--- config.mk ---
export PLATFORM = sky130hd
export DESIGN_NAME = txg_top
export DESIGN_NICKNAME = d
export VERILOG_FILES = /design/src/txg_pkg.sv /design/src/txg_top.sv
export VERILOG_INCLUDE_DIRS = /design/src /design/src/src
export SDC_FILE = /design/constraint.sdc
export NUM_CORES = 1
export LEC_CHECK = 0
export BUFFER_PORTS_ARGS = -buffer_cell sky130_fd_sc_hd__buf_2
export CAP_MARGIN = 10
export CORE_MARGIN = 5
export CORE_UTILIZATION = 49
export DETAILED_ROUTE_END_ITERATION = 6
export GPL_ROUTABILITY_DRIVEN = 0
export PLACE_DENSITY = 0.65
export RECOVER_POWER = 25
export SLEW_MARGIN = 20
export SYNTH_ARGS = -nofsm -noshare
export SYNTH_HDL_FRONTEND = slang
export SYNTH_SLANG_ARGS = --single-unit
--- constraint.sdc ---
create_clock -name sys_clk -period 6.4 [get_ports sys_clk]
set_input_delay 0.96 -clock sys_clk [delete_from_list [all_inputs] [get_ports sys_clk]]
set_output_delay 0.96 -clock sys_clk [all_outputs]
set_load 0.01 [all_outputs]
--- src/txg_params.svh ---
// Register offsets, field positions, reset values and counts for the transmit gain control
`ifndef TXG_PARAMS_SVH
`define TXG_PARAMS_SVH

`define TXG_A_TXGAIN  7'h0A
`define TXG_A_GSEL    7'h0B
`define TXG_A_INTERP  7'h0C
`define TXG_A_OUTSEL  7'h0E
`define TXG_A_PDLY    7'h0F
`define TXG_A_MIR1    7'h10
`define TXG_A_MIR2    7'h11

`define TXG_TXG_EN    6
`define TXG_GS_TX     6
`define TXG_GS_RX     5
`define TXG_GS_SWSTB  3
`define TXG_GS_RXTX   2
`define TXG_GS_MAP3   1
`define TXG_OS_DAC    0
`define TXG_MIR_EN    7
`define TXG_PD_EN     7

`define TXG_MIR1_RST  8'h44
`define TXG_MIR2_RST  8'h00
`define TXG_PDLY_RST  8'h30
`define TXG_PGAIN_MAX 3'h4
`define TXG_PINS_RST  18'h00002

`define TXG_IF_X4     2'h0
`define TXG_IF_X2     2'h1
`define TXG_IF_X1     2'h2
`define TXG_IF_BAD    2'h3

`define TXG_HALF_MAX  6'h27
`define TXG_AMP_STEP  6'h0C
`define TXG_RX_OFS    8'h0C
`define TXG_MAP3_OFS  8'h14
`define TXG_RX_DB_MIN 8'hF4

`define TXG_HB1_TAPS  43
`define TXG_HB2_TAPS  11
`define TXG_LAT2_HALF 6'h2B
`define TXG_LAT4_HALF 6'h30

`define TXG_SPI_CMD   5'h07
`define TXG_SPI_LAST  5'h0F

`endif

--- src/txg_pkg.sv ---
// Types shared by the transmit gain control
`default_nettype none
package txg_pkg;
	typedef struct packed {
		logic       duplex;
		logic       compat;
		logic       strobe;
		logic [5:0] tx_port;
		logic [5:0] gain_word_port;
		logic       sclk;
		logic       sen_n;
		logic       sdi;
	} txg_pins_t;

	typedef struct packed {
		logic       valid;
		logic [1:0] amp_steps;
		logic [3:0] dac_steps;
	} txg_atten_t;

	typedef enum logic [1:0] {
		PD_RUN  = 2'b00,
		PD_WAIT = 2'b01,
		PD_OFF  = 2'b10
	} txg_pd_t;
endpackage : txg_pkg
`default_nettype wire

--- src/txg_top.sv ---
// Transmit gain, receive gain mapping, interpolation control and sample FIFO
// Function
// - 3-bit rx map: -12 dB, then +8 dB
// - Full duplex: rx gain via tx port
// - Half duplex: rx gain via gain port
// - Software strobe updates rx gain continuously
// - Six-bit tx code, 0.5 dB steps
// - Converter-only map uses four low bits
// - Tx gain SPI writes need bit 6
// - Reset: minimum attenuation, port off tx gain; feeds rx in half duplex
// - Select bits route gain port to registers
// - Interpolation factor select; code 11 forbidden
// - Two half-band stages, 43 and 11 taps
// - Latency 21.5 or 24 input cycles
// - Delayed power-down after last sample, half duplex only
// - Converter pins always live; bit routes amplifier
// - Primary mirror gain 0 to 4, default 4
// - Primary mirror gain writes need bit 7
// - Amplifier span valid only at mirror defaults
// - Gain port passes without strobe
`include "txg_params.svh"
`default_nettype none

module txg_fifo #(
	parameter int W = 12,
	parameter int D = 32
) (
	input  wire logic         sys_clk,
	input  wire logic         reset,
	input  wire logic         in_valid,
	output logic              in_ready,
	input  wire logic [W-1:0] in_data,
	output logic              out_valid,
	input  wire logic         out_ready,
	output logic      [W-1:0] out_data
);
	localparam int AW = $clog2(D);
	logic [W-1:0] mem [D];
	logic [AW-1:0] wp_r;
	logic [AW-1:0] rp_r;
	logic [AW:0]   cnt_r;
	wire           push = in_valid & in_ready;
	wire           pop  = out_valid & out_ready;
	wire [AW:0]    cnt_nxt = cnt_r + (AW+1)'(push) - (AW+1)'(pop);
	assign out_data = mem[rp_r];

	always_ff @(posedge sys_clk) begin
		if (push) begin
			mem[wp_r] <= in_data;
		end
	end

	always_ff @(posedge sys_clk) begin
		if (reset) begin
			wp_r      <= '0;
			rp_r      <= '0;
			cnt_r     <= '0;
			in_ready  <= 1'b0;
			out_valid <= 1'b0;
		end else begin
			wp_r      <= push ? AW'(wp_r + 1'b1) : wp_r;
			rp_r      <= pop ? AW'(rp_r + 1'b1) : rp_r;
			cnt_r     <= cnt_nxt;
			in_ready  <= cnt_nxt != (AW+1)'(D);
			out_valid <= cnt_nxt != '0;
		end
	end
endmodule : txg_fifo

module txg_top #(
	parameter int DW    = 12,
	parameter int DEPTH = 32
) (
	input  wire logic               sys_clk,
	input  wire logic               reset,
	input  wire txg_pkg::txg_pins_t pins,
	output logic                    spi_sdo,
	input  wire logic               tx_valid,
	output logic                    tx_ready,
	input  wire logic [DW-1:0]      tx_data,
	output logic      [DW-1:0]      dac_data,
	output logic                    dac_valid,
	output logic      [5:0]         rx_gain_code,
	output logic      [7:0]         rx_gain_db,
	output txg_pkg::txg_atten_t     tx_atten,
	output logic                    amp_route,
	output logic                    conv_out_en,
	output logic      [2:0]         primary_gain,
	output logic      [2:0]         interp_factor,
	output logic                    hb1_en,
	output logic                    hb2_en,
	output logic      [5:0]         latency_half,
	output logic                    tx_power_down
);
	import txg_pkg::*;

	txg_pins_t  pm_r;
	txg_pins_t  ps_r;
	logic       sclk_d_r;
	logic [4:0] bit_cnt_r;
	logic [15:0] sh_r;
	logic [7:0] rd_sh_r;
	logic       wr_stb_r;
	logic [6:0] wr_addr_r;
	logic [7:0] wr_data_r;
	logic       init_r;
	logic [5:0] tx_gain_r;
	logic [7:0] gsel_r;
	logic [7:0] ic_r;
	logic [7:0] outsel_r;
	logic [7:0] pdly_r;
	logic [7:0] mir1_r;
	logic [7:0] mir2_r;
	logic [5:0] rx_gain_r;
	logic [1:0] phase_r;
	logic [7:0] pd_cnt_r;
	txg_pd_t    pd_r;
	txg_pd_t    pd_nxt;
	logic       fifo_valid;
	logic [DW-1:0] fifo_data;

	// Edge detect reads only the second synchroniser stage
	wire sclk_rise = ps_r.sclk & ~sclk_d_r;
	wire sclk_fall = ~ps_r.sclk & sclk_d_r;
	wire [6:0] cmd_addr = {sh_r[5:0], ps_r.sdi};
	wire       cmd_read = sh_r[6];

	wire wr_tx   = wr_stb_r & (wr_addr_r == `TXG_A_TXGAIN) & wr_data_r[`TXG_TXG_EN];
	wire wr_gsel = wr_stb_r & (wr_addr_r == `TXG_A_GSEL);
	wire wr_ic   = wr_stb_r & (wr_addr_r == `TXG_A_INTERP);
	wire wr_os   = wr_stb_r & (wr_addr_r == `TXG_A_OUTSEL);
	wire wr_pd   = wr_stb_r & (wr_addr_r == `TXG_A_PDLY);
	wire wr_m1   = wr_stb_r & (wr_addr_r == `TXG_A_MIR1) & wr_data_r[`TXG_MIR_EN];
	wire wr_m2   = wr_stb_r & (wr_addr_r == `TXG_A_MIR2);

	wire [7:0] rd_val =
		(cmd_addr == `TXG_A_TXGAIN) ? {2'h0, tx_gain_r} :
		(cmd_addr == `TXG_A_GSEL)   ? gsel_r :
		(cmd_addr == `TXG_A_INTERP) ? ic_r :
		(cmd_addr == `TXG_A_OUTSEL) ? outsel_r :
		(cmd_addr == `TXG_A_PDLY)   ? pdly_r :
		(cmd_addr == `TXG_A_MIR1)   ? mir1_r :
		(cmd_addr == `TXG_A_MIR2)   ? mir2_r : 8'h00;

	// Forbidden codes, and bypass in full duplex, leave the factor unchanged
	wire [1:0] ic_new  = wr_data_r[7:6];
	wire       ic_ok   = (ic_new != `TXG_IF_BAD) & ~(ic_new == `TXG_IF_X1 & ps_r.duplex);
	wire [1:0] ic_sel  = ic_ok ? ic_new : ic_r[7:6];

	wire sel_tx  = gsel_r[`TXG_GS_TX];
	wire sel_rx  = gsel_r[`TXG_GS_RX];
	wire map3    = gsel_r[`TXG_GS_MAP3];
	wire rx_strb = ps_r.strobe | gsel_r[`TXG_GS_SWSTB];
	wire rx_tx_upd = gsel_r[`TXG_GS_RXTX] & ps_r.duplex & rx_strb;

	// Composite span clamps at 19.5 dB; amplifier takes 6 dB chunks
	wire [5:0] half   = (tx_gain_r > `TXG_HALF_MAX) ? `TXG_HALF_MAX : tx_gain_r;
	wire [1:0] amp_n  = (half >= 6'(3 * `TXG_AMP_STEP)) ? 2'h3 :
	                    (half >= 6'(2 * `TXG_AMP_STEP)) ? 2'h2 :
	                    (half >= `TXG_AMP_STEP) ? 2'h1 : 2'h0;
	wire [5:0] amp_h  = 6'(amp_n * `TXG_AMP_STEP);
	wire [5:0] dac_h  = half - amp_h;
	wire       dac_only = outsel_r[`TXG_OS_DAC];
	wire       mir_dflt = (mir1_r == `TXG_MIR1_RST) & (mir2_r == `TXG_MIR2_RST);

	wire [2:0] c3      = rx_gain_r[5:3];
	wire [7:0] db3     = (c3 <= 3'h1) ? `TXG_RX_DB_MIN : {2'h0, c3, 3'h0} - `TXG_MAP3_OFS;
	wire [7:0] db6     = {2'h0, rx_gain_r} - `TXG_RX_OFS;

	wire [1:0] fact_m1 = (ic_r[7:6] == `TXG_IF_X4) ? 2'h3 :
	                     (ic_r[7:6] == `TXG_IF_X2) ? 2'h1 : 2'h0;
	// The drain is paced by the factor, so the FIFO really fills at 2x and 4x
	wire       take    = fifo_valid & (phase_r == 2'h0);
	wire       pd_act  = pdly_r[`TXG_PD_EN] & ~ps_r.duplex;
	wire       idle    = ~fifo_valid & ~tx_valid;

	txg_fifo #(.W(DW), .D(DEPTH)) u_fifo (
		.sys_clk   (sys_clk),
		.reset     (reset),
		.in_valid  (tx_valid),
		.in_ready  (tx_ready),
		.in_data   (tx_data),
		.out_valid (fifo_valid),
		.out_ready (take),
		.out_data  (fifo_data)
	);

	// Synchronisers run through reset so the mode straps are settled at release
	always_ff @(posedge sys_clk) begin
		pm_r     <= pins;
		ps_r     <= pm_r;
		sclk_d_r <= ps_r.sclk;
	end

	always_ff @(posedge sys_clk) begin
		if (reset || ps_r.sen_n) begin
			bit_cnt_r <= '0;
			sh_r      <= '0;
			rd_sh_r   <= '0;
			spi_sdo   <= 1'b0;
		end else if (sclk_rise) begin
			sh_r      <= {sh_r[14:0], ps_r.sdi};
			bit_cnt_r <= bit_cnt_r + 5'h01;
			if (bit_cnt_r == `TXG_SPI_CMD && cmd_read) begin
				rd_sh_r <= rd_val;
			end
		end else if (sclk_fall && bit_cnt_r > `TXG_SPI_CMD) begin
			spi_sdo <= rd_sh_r[7];
			rd_sh_r <= {rd_sh_r[6:0], 1'b0};
		end
	end

	always_ff @(posedge sys_clk) begin
		if (reset) begin
			wr_stb_r  <= 1'b0;
			wr_addr_r <= '0;
			wr_data_r <= '0;
		end else begin
			wr_stb_r  <= ~ps_r.sen_n & sclk_rise & (bit_cnt_r == `TXG_SPI_LAST) & ~sh_r[14];
			wr_addr_r <= sh_r[13:7];
			wr_data_r <= {sh_r[6:0], ps_r.sdi};
		end
	end

	// Mode-dependent defaults are taken from the pins one cycle after release
	always_ff @(posedge sys_clk) begin
		if (reset) begin
			init_r <= 1'b1;
			gsel_r <= 8'h00;
		end else begin
			init_r <= 1'b0;
			if (init_r) begin
				gsel_r[`TXG_GS_RXTX] <= ps_r.duplex;
				gsel_r[`TXG_GS_RX]   <= ~ps_r.duplex;
				gsel_r[`TXG_GS_MAP3] <= ~ps_r.duplex & ps_r.compat;
			end else if (wr_gsel) begin
				gsel_r <= wr_data_r;
			end
		end
	end

	always_ff @(posedge sys_clk) begin
		if (reset) begin
			tx_gain_r <= 6'h00;
			rx_gain_r <= 6'h00;
			ic_r      <= 8'h00;
			outsel_r  <= 8'h00;
			pdly_r    <= `TXG_PDLY_RST;
			mir1_r    <= `TXG_MIR1_RST;
			mir2_r    <= `TXG_MIR2_RST;
		end else begin
			if (wr_tx) begin
				tx_gain_r <= wr_data_r[5:0];
			end else if (sel_tx) begin
				tx_gain_r <= ps_r.gain_word_port;
			end
			if (sel_rx) begin
				rx_gain_r <= ps_r.gain_word_port;
			end else if (rx_tx_upd) begin
				rx_gain_r <= ps_r.tx_port;
			end
			if (wr_ic) begin
				ic_r <= {ic_sel, wr_data_r[5:0]};
			end
			if (wr_os) begin
				outsel_r <= wr_data_r;
			end
			if (wr_pd) begin
				pdly_r <= wr_data_r;
			end
			if (wr_m1) begin
				mir1_r <= wr_data_r;
			end
			if (wr_m2) begin
				mir2_r <= wr_data_r;
			end
		end
	end

	always_comb begin
		pd_nxt = pd_r;
		unique case (pd_r)
			PD_RUN:  pd_nxt = (pd_act && idle) ? PD_WAIT : PD_RUN;
			PD_WAIT: pd_nxt = (!pd_act || !idle) ? PD_RUN :
			                  (pd_cnt_r >= {1'b0, pdly_r[6:0]}) ? PD_OFF : PD_WAIT;
			PD_OFF:  pd_nxt = (!pd_act || !idle) ? PD_RUN : PD_OFF;
			default: pd_nxt = PD_RUN;
		endcase
	end

	always_ff @(posedge sys_clk) begin
		if (reset) begin
			pd_r          <= PD_RUN;
			pd_cnt_r      <= '0;
			tx_power_down <= 1'b0;
			phase_r       <= '0;
			dac_data      <= '0;
			dac_valid     <= 1'b0;
		end else begin
			pd_r          <= pd_nxt;
			pd_cnt_r      <= (pd_r == PD_WAIT) ? pd_cnt_r + 8'h01 : 8'h00;
			tx_power_down <= pd_nxt == PD_OFF;
			phase_r       <= (phase_r >= fact_m1) ? 2'h0 : phase_r + 2'h1;
			dac_valid     <= take;
			dac_data      <= take ? fifo_data : dac_data;
		end
	end

	always_ff @(posedge sys_clk) begin
		if (reset) begin
			rx_gain_code  <= '0;
			rx_gain_db    <= `TXG_RX_DB_MIN;
			tx_atten      <= '0;
			amp_route     <= 1'b0;
			conv_out_en   <= 1'b0;
			primary_gain  <= `TXG_PGAIN_MAX;
			interp_factor <= 3'h4;
			hb1_en        <= 1'b0;
			hb2_en        <= 1'b0;
			latency_half  <= '0;
		end else begin
			rx_gain_code  <= rx_gain_r;
			rx_gain_db    <= map3 ? db3 : db6;
			tx_atten.valid     <= dac_only | mir_dflt;
			tx_atten.amp_steps <= dac_only ? 2'h0 : amp_n;
			tx_atten.dac_steps <= dac_only ? tx_gain_r[3:0] : dac_h[3:0];
			conv_out_en   <= 1'b1;
			amp_route     <= ~dac_only;
			primary_gain  <= (mir1_r[2:0] > `TXG_PGAIN_MAX) ? `TXG_PGAIN_MAX : mir1_r[2:0];
			interp_factor <= {1'b0, fact_m1} + 3'h1;
			hb1_en        <= fact_m1 != 2'h0;
			hb2_en        <= fact_m1 == 2'h3;
			latency_half  <= (fact_m1 == 2'h3) ? `TXG_LAT4_HALF :
			                 (fact_m1 == 2'h1) ? `TXG_LAT2_HALF : 6'h00;
		end
	end
endmodule : txg_top
`default_nettype wire
==> results.json, run 1 <==
{
  "synth_nets": 1644,
  "cts.path.max_buffers": 3,
  "drc": 0,
  "power_density_nw_per_um2": 335,
  "synth-compound-area-share_pct": 6.50,
  "synth.area.top_cells": "edfxtp_1, dfxtp_1, mux4_2",
  "die_h_microns": 228,
  "dp_hpwl_mm": 33.0,
  "place_area_sq_um": 24100,
  "first_pass_iters": 5,
  "antenna_cells": 0,
  "grt_pass1_wl_mm": 80.1,
  "path_delay_family": "buffers and inverters",
  "h-tree-depth": 2,
  "p_leak_nw": 8.96,
  "ys_types": 67,
  "postLayoutCoreUtil_pct": 55.8,
  "syn_avg_cell_area_sq_um": 14.7,
  "slowest_stage": "clkbuf_1",
  "slew_headroom_pct": -76.0,
  "maxCapViolCount": 10,
  "layout.nets": 1707,
  "io_pins": 86,
  "crit_arrival_ps": 4880,
  "synthToLayoutAreaGrowth_pct": 12.3,
  "grt_max_degree": 76,
  "irDropWorstVdd_v": 0.000240,
  "cts.repair.resized": 0,
  "muxShareOfSynthArea_pct": 11.8,
  "clockRootBuffer": "clkbuf_16",
  "status": "finished with violations",
  "required_ps": 6900,
  "finalSetupTns_ps": 0,
  "worstPathMaxFanout": 52,
  "antenna_found_initial": 0,
  "yosysWarnings": 0,
  "timing.final.crit_share_pct": 68.4,
  "core-area_sq_um": 46700,
  "grt_pass1_vias": 13051,
  "synth_xor_area_share_pct": 0.831,
  "path_cells": "clkbuf_1 -> inv_1 -> and2_1 -> a32o_1",
  "grt_overflow": 0,
  "fmax_mhz": 229,
  "routedWlPerCell_microns": 22.9,
  "cts_buffers": 58,
  "violations": "capacitance limit, slew limit",
  "syn_area_sq_um": 23200,
  "ys_ff_latch": 603,
  "postRouteAntennaNets": 0,
  "fin_crit_ps": 4370,
  "synth_edf_count": 384,
  "grt_usage_pct": 20.3,
  "timing.critical_path.buf_inv": 2,
  "wirelength_mm": 52.8,
  "initial_core_util_pct": 49.7,
  "seq_area_frac_synth_pct": 68.6,
  "post_cts_buffers": 0,
  "worst_pin_slew_ps": 2640,
  "max_stage_delay_ps": 1820,
  "final_layout_size_suffix_gt1_share_pct": 17.4,
  "clk_latency_ps": 610,
  "startpoint_type": "input port",
  "ctsHoldBuffers": 0,
  "clock_skew_ps": 15.4,
  "synth_top_family_by_area": "multiplexers",
  "hold_violations": 0,
  "finalSetupViolations": 0,
  "design_area_sq_um": 26000,
  "cts.sinks": 603,
  "drv_slew": 350,
  "rows": 79,
  "die_w_microns": 228,
  "worstSetupEndpointType": "register",
  "async_reset_ff_share_pct": 0,
  "rsz0062_at_grt": "no",
  "fillers": 3776,
  "yosysTopAreaCell": "edfxtp_1",
  "dieArea_sq_um": 51800,
  "synthFlopType": "edfxtp_1",
  "viasPerCell": 5.79,
  "clk_pin_slew_ps": 60,
  "synth_cells": 1582,
  "cts_tree": "done",
  "synth_top_area_share_pct": 49.7,
  "hold_path_class": "register to register",
  "yosys.area_share.simple_pct": 8.25,
  "crit_type": "input port to register",
  "io_buffers": 84,
  "vias": 13337,
  "synth_adder_area_share_pct": 1.60,
  "drtIter0Drc": 1315
}
## power breakdown
part           switching, W  internal, W  total [W]
clock               0.00146      0.00199    0.00345
combinational      0.000521     0.000438   0.000959
sequential        0.0000961      0.00422    0.00432
## metrics by stage
| stage | total power [W] | std cells | worst slack [ps] | hold WS, ps |
|---|---|---|---|---|
| floorplan | 0.00507 | 1582 | 3570 | 310 |
| global placement | 0.00533 | 2189 | 3120 | 312 |
| detailed placement | 0.00535 | 2189 | 3080 | 312 |
| CTS | 0.00878 | 2299 | 3200 | 325 |
| global route | 0.00906 | 2302 | 1760 | 329 |
| finish | 0.00872 | 2302 | 2030 | 323 |
## flip-flops by register name, indices dropped and copies added, names as in the netlist, 12 cells and up
register / flops
u_fifo.mem: 384
pm_r: 18
ps_r: 17
sh_r: 15
dac_data: 12
## layer usage
metal | track usage [%] | vias up | wire (microns)
met4 | 6.11 | 0 | 1490
met2 | 30.0 | 463 | 23800
met1 | 30.8 | 6709 | 23700
met5 | 0 | - | 0
li1 | - | 6075 | -
met3 | 3.91 | 90 | 3800
## layout by cell type, fill, tap and decap left out, drive strengths merged, types with 14 or more instances in the layout
cell / count
edfxtp: 384
nor2: 153
nand3: 23
dfxtp: 219
nand2: 90
mux4: 72
ha: 28
o22ai: 17
o21ai: 21
a32o: 17
buf: 88
clkbuf: 85
nor2b: 33
a211oi: 23
xor2: 14
a21oi: 62
clkinv: 22
inv: 40
and2: 15
a22oi: 28
mux2i: 106
## area by class of cell
cell class	count	area (sq um)	area share, %
flip-flops and latches	603	15900	61.1
inverters	37	139	0.533
well taps	607	759	2.92
repair buffers	98	533	2.05
clock buffers	75	1580	6.06
clock inverters	35	345	1.33
multi-input cells	847	6770	26.0
## Yosys cell counts (7+ instances only)
library cell / number
dfxtp_1: 219
clkbuf_1: 54
ha_1: 28
nor3_1: 8
edfxtp_1: 384
o211ai_1: 7
nand4_1: 8
o21ai_0: 20
nor2_1: 153
a211oi_1: 23
a21oi_1: 62
nand3b_1: 8
nor2b_1: 33
o22ai_1: 17
o221ai_1: 13
or2_2: 7
nand2b_1: 9
and2_1: 13
a31oi_1: 7
mux2i_1: 106
nand2_1: 90
nand3_1: 21
a32o_1: 17
inv_1: 37
xnor2_1: 8
buf_4: 8
buf_1: 10
xor2_1: 14
mux4_2: 72
buf_2: 21
a22oi_1: 28
## cells by family (layout without fill, tap and decap cells)
logic type,count (synthesis),in the layout
muxes,182,182
other,1,1
DFF,603,603
AOI/OAI and AO/OA,221,221
and+or+nand+nor,392,392
buffers and inverters,132,245
adders and majority gates,29,29
xor gates and xnor gates,22,22
## path summary, 6_finish.rpt
| kind | slack (ps) | end | depth (start not counted) | start |
|---|---|---|---|---|
| max | 2030 | dac_data[0]$_SDFFE_PP0P_ | 4 | reset |
| min | 320 | ps_r[10]$_DFF_P_ | 0 | pm_r[10]$_DFF_P_ |
| max reg2reg | 3480 | dac_data[2]$_SDFFE_PP0P_ | 6 | u_fifo.rp_r[0]$_SDFFE_PP0P_ |
| min reg2reg | 320 | ps_r[10]$_DFF_P_ | 0 | pm_r[10]$_DFF_P_ |
(Power assumes the default switching activity.)
==> run 2: changes to the inputs <==
==> constraint.sdc (replaced) <==
create_clock -name sys_clk -period 4.5 [get_ports sys_clk]
set_input_delay 0.675 -clock sys_clk [delete_from_list [all_inputs] [get_ports sys_clk]]
set_output_delay 0.675 -clock sys_clk [all_outputs]
set_load 0.01 [all_outputs]
==> run 2 against run 1 <==
  * Sequential share of layout area shrank 0.43 points
  * Setup slack lost 550 ps
  * Flip-flop and latch count is the same
  * Clock power grew 55%
  * First-iteration DRC count shrank 14%
  * Total power grew 47%
  * Clock-buffer cell count grew 6
  * Critical path depth is the same
  * The flow still finishes with violations (capacitance limit, slew limit)
  * Sequential power grew 43%
  * Largest power group unchanged
  * Via count shrank 0.85%
  * Core utilization grew 0.40 points
==> results.json, run 2 (same netlist as run 1, synthesis figures left out) <==
{
  "highest_layer": "met4",
  "initial_core_util_pct": 49.7,
  "clockRootBuffer": "clkbuf_16",
  "finalSetupViolations": 0,
  "rsz0062_at_grt": "no",
  "p_leak_nw": 9.06,
  "grt_usage_pct": 20.1,
  "hold_path_class": "input port to register",
  "clk_pin_slew_ps": 60,
  "die_h_microns": 228,
  "io_pins": 86,
  "timing.critical_path.buf_inv": 2,
  "slowest_stage": "clkbuf_1",
  "cts.sinks": 603,
  "comb_power_share_pct": 10.4,
  "wl_met3_mm": 3.50,
  "dr_wl_met2_mm": 24.4,
  "final_cell_mix": "edfxtp_1, dfxtp_1, nor2_1",
  "final_cells": 2302,
  "wirelength_mm": 52.3,
  "reg_top3": "u_fifo.mem (384), pm_r (18), ps_r (17)",
  "drv_slew": 302,
  "pwr-share-seq_pct": 48.0,
  "required_ps": 5020,
  "place_area_sq_um": 24100,
  "fillers": 3649,
  "finalSetupTns_ps": 0,
  "grt_max_degree": 51,
  "worstSetupEndpointType": "register",
  "cts.repair.resized": 0,
  "vias": 13223,
  "h-tree-depth": 2,
  "clk_latency_ps": 630,
  "ctsHoldBuffers": 0,
  "top_register": "u_fifo.mem",
  "dp_slack_ps": 1510,
  "cts.path.max_buffers": 3,
  "antenna_found_initial": 0,
  "layout.nets": 1707,
  "worst_pin_slew_ps": 1820,
  "cts_tree": "done",
  "routedWlPerCell_microns": 22.7,
  "viasPerCell": 5.74,
  "fmax_mhz": 331,
  "first_pass_iters": 5,
  "drc": 0,
  "max_stage_delay_ps": 1230,
  "dp_hpwl_mm": 32.3,
  "dieArea_sq_um": 51800,
  "design_area_sq_um": 26200,
  "crit_type": "input port to register",
  "status": "finished with violations",
  "worstPathMaxFanout": 37,
  "path_delay_family": "buffers and inverters",
  "die_w_microns": 228,
  "hold_violations": 0,
  "irDropWorstVdd_v": 0.000386,
  "final_common_cell": "edfxtp_1",
  "postLayoutCoreUtil_pct": 56.2,
  "clock_skew_ps": 24.9,
  "synthToLayoutAreaGrowth_pct": 13.1,
  "startpoint_type": "input port",
  "maxCapViolCount": 9,
  "grt_pass1_vias": 13034,
  "largest_register_ffs": 384,
  "fin_crit_ps": 3020,
  "grt_overflow": 0,
  "drtIter0Drc": 1133,
  "violations": "capacitance limit, slew limit",
  "power_density_nw_per_um2": 489,
  "cts_buffers": 59,
  "rows": 79,
  "p_clk_share_pct": 41.6,
  "postRouteAntennaNets": 0,
  "timing.final.crit_share_pct": 67.2,
  "intPower_w": 0.00987,
  "final_layout_size_suffix_gt1_share_pct": 16.9,
  "setup_ws_ps": 1480,
  "antenna_cells": 0,
  "core-area_sq_um": 46700,
  "post_cts_buffers": 0,
  "place_inst": 2191,
  "grt_pass1_wl_mm": 79.5,
  "multi_input_area_sq_um": 6730,
  "wl_met1_mm": 23.3,
  "slew_headroom_pct": -21.2,
  "path_cells": "clkbuf_1 -> inv_1 -> and2_1 -> a32o_1",
  "sw_frac_of_total_pct": 23.1,
  "switchingPower_w": 0.00296,
  "ff_latch_area_sq_um": 15900,
  "io_buffers": 84,
  "crit_arrival_ps": 3540
}
-- run 2: metal layers --
layer / GRT usage, % / up-vias
li1: - / 6077
met1: 29.3 / 6605
met3: 3.82 / 71
met4: 5.52 / 0
met2: 31.3 / 470
met5: 0 / -
-- run 2: worst register-to-register path, delay by kind of cell, from the launching register on --
family / cells / cell delay, ps
xor+xnor: 1 / 80
buf+inv: 3 / 170
fa+ha+maj: 4 / 1050
compound gates: 2 / 500
flops: 1 / 330
simple gates: 3 / 510
-- run 2: path summary, 6_finish.rpt --
check	start	end	slack, ps	cells after the start
max	reset	dac_data[0]$_SDFFE_PP0P_	1480	4
max reg2reg	phase_r[0]$_SDFF_PP0_	u_fifo.in_ready$_SDFF_PP0_	1760	13
min reg2reg	pm_r[6]$_DFF_P_	ps_r[6]$_DFF_P_	320	0
min	pins[12]	pm_r[12]$_DFF_P_	140	1
-- run 2: metrics by stage --
step,power [W],hold WS (ps)
6_report,0.0128,145
5_1_grt,0.0133,120
4_1_cts,0.0129,112
3_5_place_dp,0.00762,312
3_3_place_gp,0.00760,312
2_1_floorplan,0.00721,310
-- run 2: final cells by class --
cell class,instances,share of cell area (%)
clock buffers,81,6.41
clock inverters,30,1.77
inverters,37,0.529
multi-input cells,847,25.7
flip-flops and latches,603,60.7
well taps,607,2.90
repair buffers,97,2.03
-- run 2: power groups by stage --
stage / combinational (W) / sequential [W] / clock [W]
global placement: 0.00132 / 0.00628 / 0
finish: 0.00133 / 0.00616 / 0.00534
floorplan: 0.00104 / 0.00618 / 0
CTS: 0.00134 / 0.00616 / 0.00543
detailed placement: 0.00134 / 0.00628 / 0
global route: 0.00146 / 0.00618 / 0.00569
==> run 3: changes to the inputs <==
==> constraint.sdc (replaced) <==
create_clock -name sys_clk -period 3 [get_ports sys_clk]
set_input_delay 0.45 -clock sys_clk [delete_from_list [all_inputs] [get_ports sys_clk]]
set_output_delay 0.45 -clock sys_clk [all_outputs]
set_load 0.01 [all_outputs]
==> run 3 against run 2 <==
  * The run still ends with capacitance limit, slew limit left
  * Clock skew rose by 4.3 ps
  * Flip-flop and latch count did not move
  * Register-to-register slack got worse by 1400 ps
  * Critical path depth rose by 9
==> results.json, run 3 (same netlist as run 1, synthesis figures left out) <==
{
  "cts.path.max_buffers": 3,
  "grt_overflow": 0,
  "initial_core_util_pct": 49.7,
  "io_buffers": 84,
  "worst_pin_slew_ps": 1710,
  "drtIter0Drc": 1046,
  "layout.nets": 1771,
  "die_h_microns": 228,
  "max_stage_delay_ps": 410,
  "status": "finished with violations",
  "dieArea_sq_um": 51800,
  "hold_violations": 0,
  "p_leak_nw": 9.32,
  "postLayoutCoreUtil_pct": 57.1,
  "fmax_mhz": 379,
  "antenna_cells": 0,
  "rows": 79,
  "final_layout_size_suffix_gt1_share_pct": 18.6,
  "clock_skew_ps": 29.3,
  "irDropWorstVdd_v": 0.000486,
  "path_delay_family": "adder cells",
  "largest_register_ffs": 384,
  "cts.sinks": 603,
  "worstPathMaxFanout": 2,
  "hold_path_class": "input port to register",
  "timing.critical_path.buf_inv": 3,
  "violations": "capacitance limit, slew limit",
  "rr_worst_depth": 13,
  "final_cell_mix": "edfxtp_1, dfxtp_1, nor2_1",
  "routedWlPerCell_microns": 21.9,
  "core-area_sq_um": 46700,
  "startpoint_type": "register",
  "grt_pass1_wl_mm": 79.8,
  "path_cells": "inv_1 -> ha_1 -> and2_1 -> ha_1 -> inv_1 -> ha_1 -> inv_1 -> fa_1 -> nor2b_1 -> o21ai_0 -> nand2b_1 -> xor2_1 -> o41a_1",
  "worstSetupEndpoint": "u_fifo.in_ready$_SDFF_PP0_",
  "slowest_stage": "o41a_1",
  "finalSetupTns_ps": 0,
  "final_common_cell": "edfxtp_1",
  "crit_arrival_ps": 3120,
  "vias": 13332,
  "cts_buffers": 58,
  "worstSetupStartpoint": "phase_r[0]$_SDFF_PP0_",
  "power_density_nw_per_um2": 702,
  "rrSetupSlack_ps": 360,
  "clockRootBuffer": "clkbuf_16",
  "cts_tree": "done",
  "first_pass_iters": 5,
  "h-tree-depth": 2,
  "finalSetupViolations": 0,
  "clk_latency_ps": 620,
  "antenna_found_initial": 0,
  "total_power_w": 0.0187,
  "slew_headroom_pct": -14.2,
  "clk_pin_slew_ps": 60,
  "required_ps": 3480,
  "drv_slew": 330,
  "r2r-end": "u_fifo.in_ready$_SDFF_PP0_",
  "postRouteAntennaNets": 0,
  "dp_hpwl_mm": 32.9,
  "timing.final.crit_share_pct": 87.9,
  "viasPerCell": 5.63,
  "maxCapViolCount": 11,
  "wirelength_mm": 51.9,
  "reg_top3": "u_fifo.mem (384), pm_r (18), ps_r (17)",
  "fin_crit_ps": 2640,
  "worstSetupEndpointType": "register",
  "drc": 0,
  "grt_max_degree": 59,
  "crit_type": "register to register",
  "die_w_microns": 228,
  "timing.rr.start": "phase_r[0]$_SDFF_PP0_",
  "top_register": "u_fifo.mem",
  "rsz0062_at_grt": "no",
  "synthToLayoutAreaGrowth_pct": 14.8,
  "crit_cells": 13,
  "io_pins": 86,
  "grt_usage_pct": 20.1,
  "grt_pass1_vias": 13460,
  "hold_slack_ps": 163
}
[run 3: cell count changes in the layout (fill, tap and decap cells not counted), moves of 4 or more]
cell | previous run | this run
buf_4 | 11 | 58
bufinv_16 | 11 | 5
clkinv_2 | 9 | 13
dlygate4sd3_1 | 0 | 18
nor2_1 | 148 | 153
nor2_2 | 5 | 0
[run 3: where the power goes]
| group | internal, W | switching [W] | total, W |
|---|---|---|---|
| Clock | 0.00437 | 0.00306 | 0.00743 |
| Combinational | 0.000969 | 0.00117 | 0.00214 |
| Sequential | 0.00900 | 0.000125 | 0.00913 |
[run 3: how the worst min path moves through the flow]
stage | start | to | slack [ps] | cells after the start
global placement | pm_r[10]$_DFF_P_ | ps_r[10]$_DFF_P_ | 310 | 0
global route | tx_valid | pd_r[0]$_SDFF_PP0_ | 180 | 4
CTS | tx_valid | pd_r[0]$_SDFF_PP0_ | 130 | 4
detailed placement | pm_r[3]$_DFF_P_ | ps_r[3]$_DFF_P_ | 310 | 0
floorplan | pm_r[0]$_DFF_P_ | cmd_addr[0]$_DFF_P_ | 310 | 0
finish | tx_valid | pd_r[0]$_SDFF_PP0_ | 160 | 4
[run 3: cell type report]
class                   count  area (sq um)
clock buffers              82          1690
inverters                  37           139
flip-flops and latches    603         15900
fillers                  3618         20000
multi-input cells         847          6720
well taps                 607           759
repair buffers            162          1080
clock inverters            28           323
[run 3: repair_timing]
action                    in CTS  in global routing
gates resized for setup        0                  0
hold endpoints to repair      18                  0
setup buffers                  0                  0
hold buffers                  18                  0
[run 3: metrics by stage]
stage | cells | setup WS, ps | cell area, sq um
2_1_floorplan | 1582 | 358 | 23200
3_3_place_gp | 2238 | 429 | 24500
3_5_place_dp | 2238 | 368 | 24500
4_1_cts | 2366 | 351 | 26600
5_1_grt | 2366 | 178 | 26600
6_report | 2366 | 364 | 26600
[run 3: per-layer routing]
layer  GRT usage [%]  vias up  wire length (microns)
li1                -     6214                      -
met1            29.2     6648                  23100
met2            31.7      405                  24300
met3            3.53       65                   3300
met4            5.25        0                   1170
met5               0        -                      0
[run 3: worst register-to-register path, cell delays in order, from the launching register on]
cell and delay, ps:
dfxtp_1 330, inv_1 60, ha_1 180, and2_1 170, ha_1 290, inv_1 50
ha_1 150, inv_1 60, fa_1 400, nor2b_1 130, o21ai_0 90, nand2b_1 130
xor2_1 80, o41a_1 410
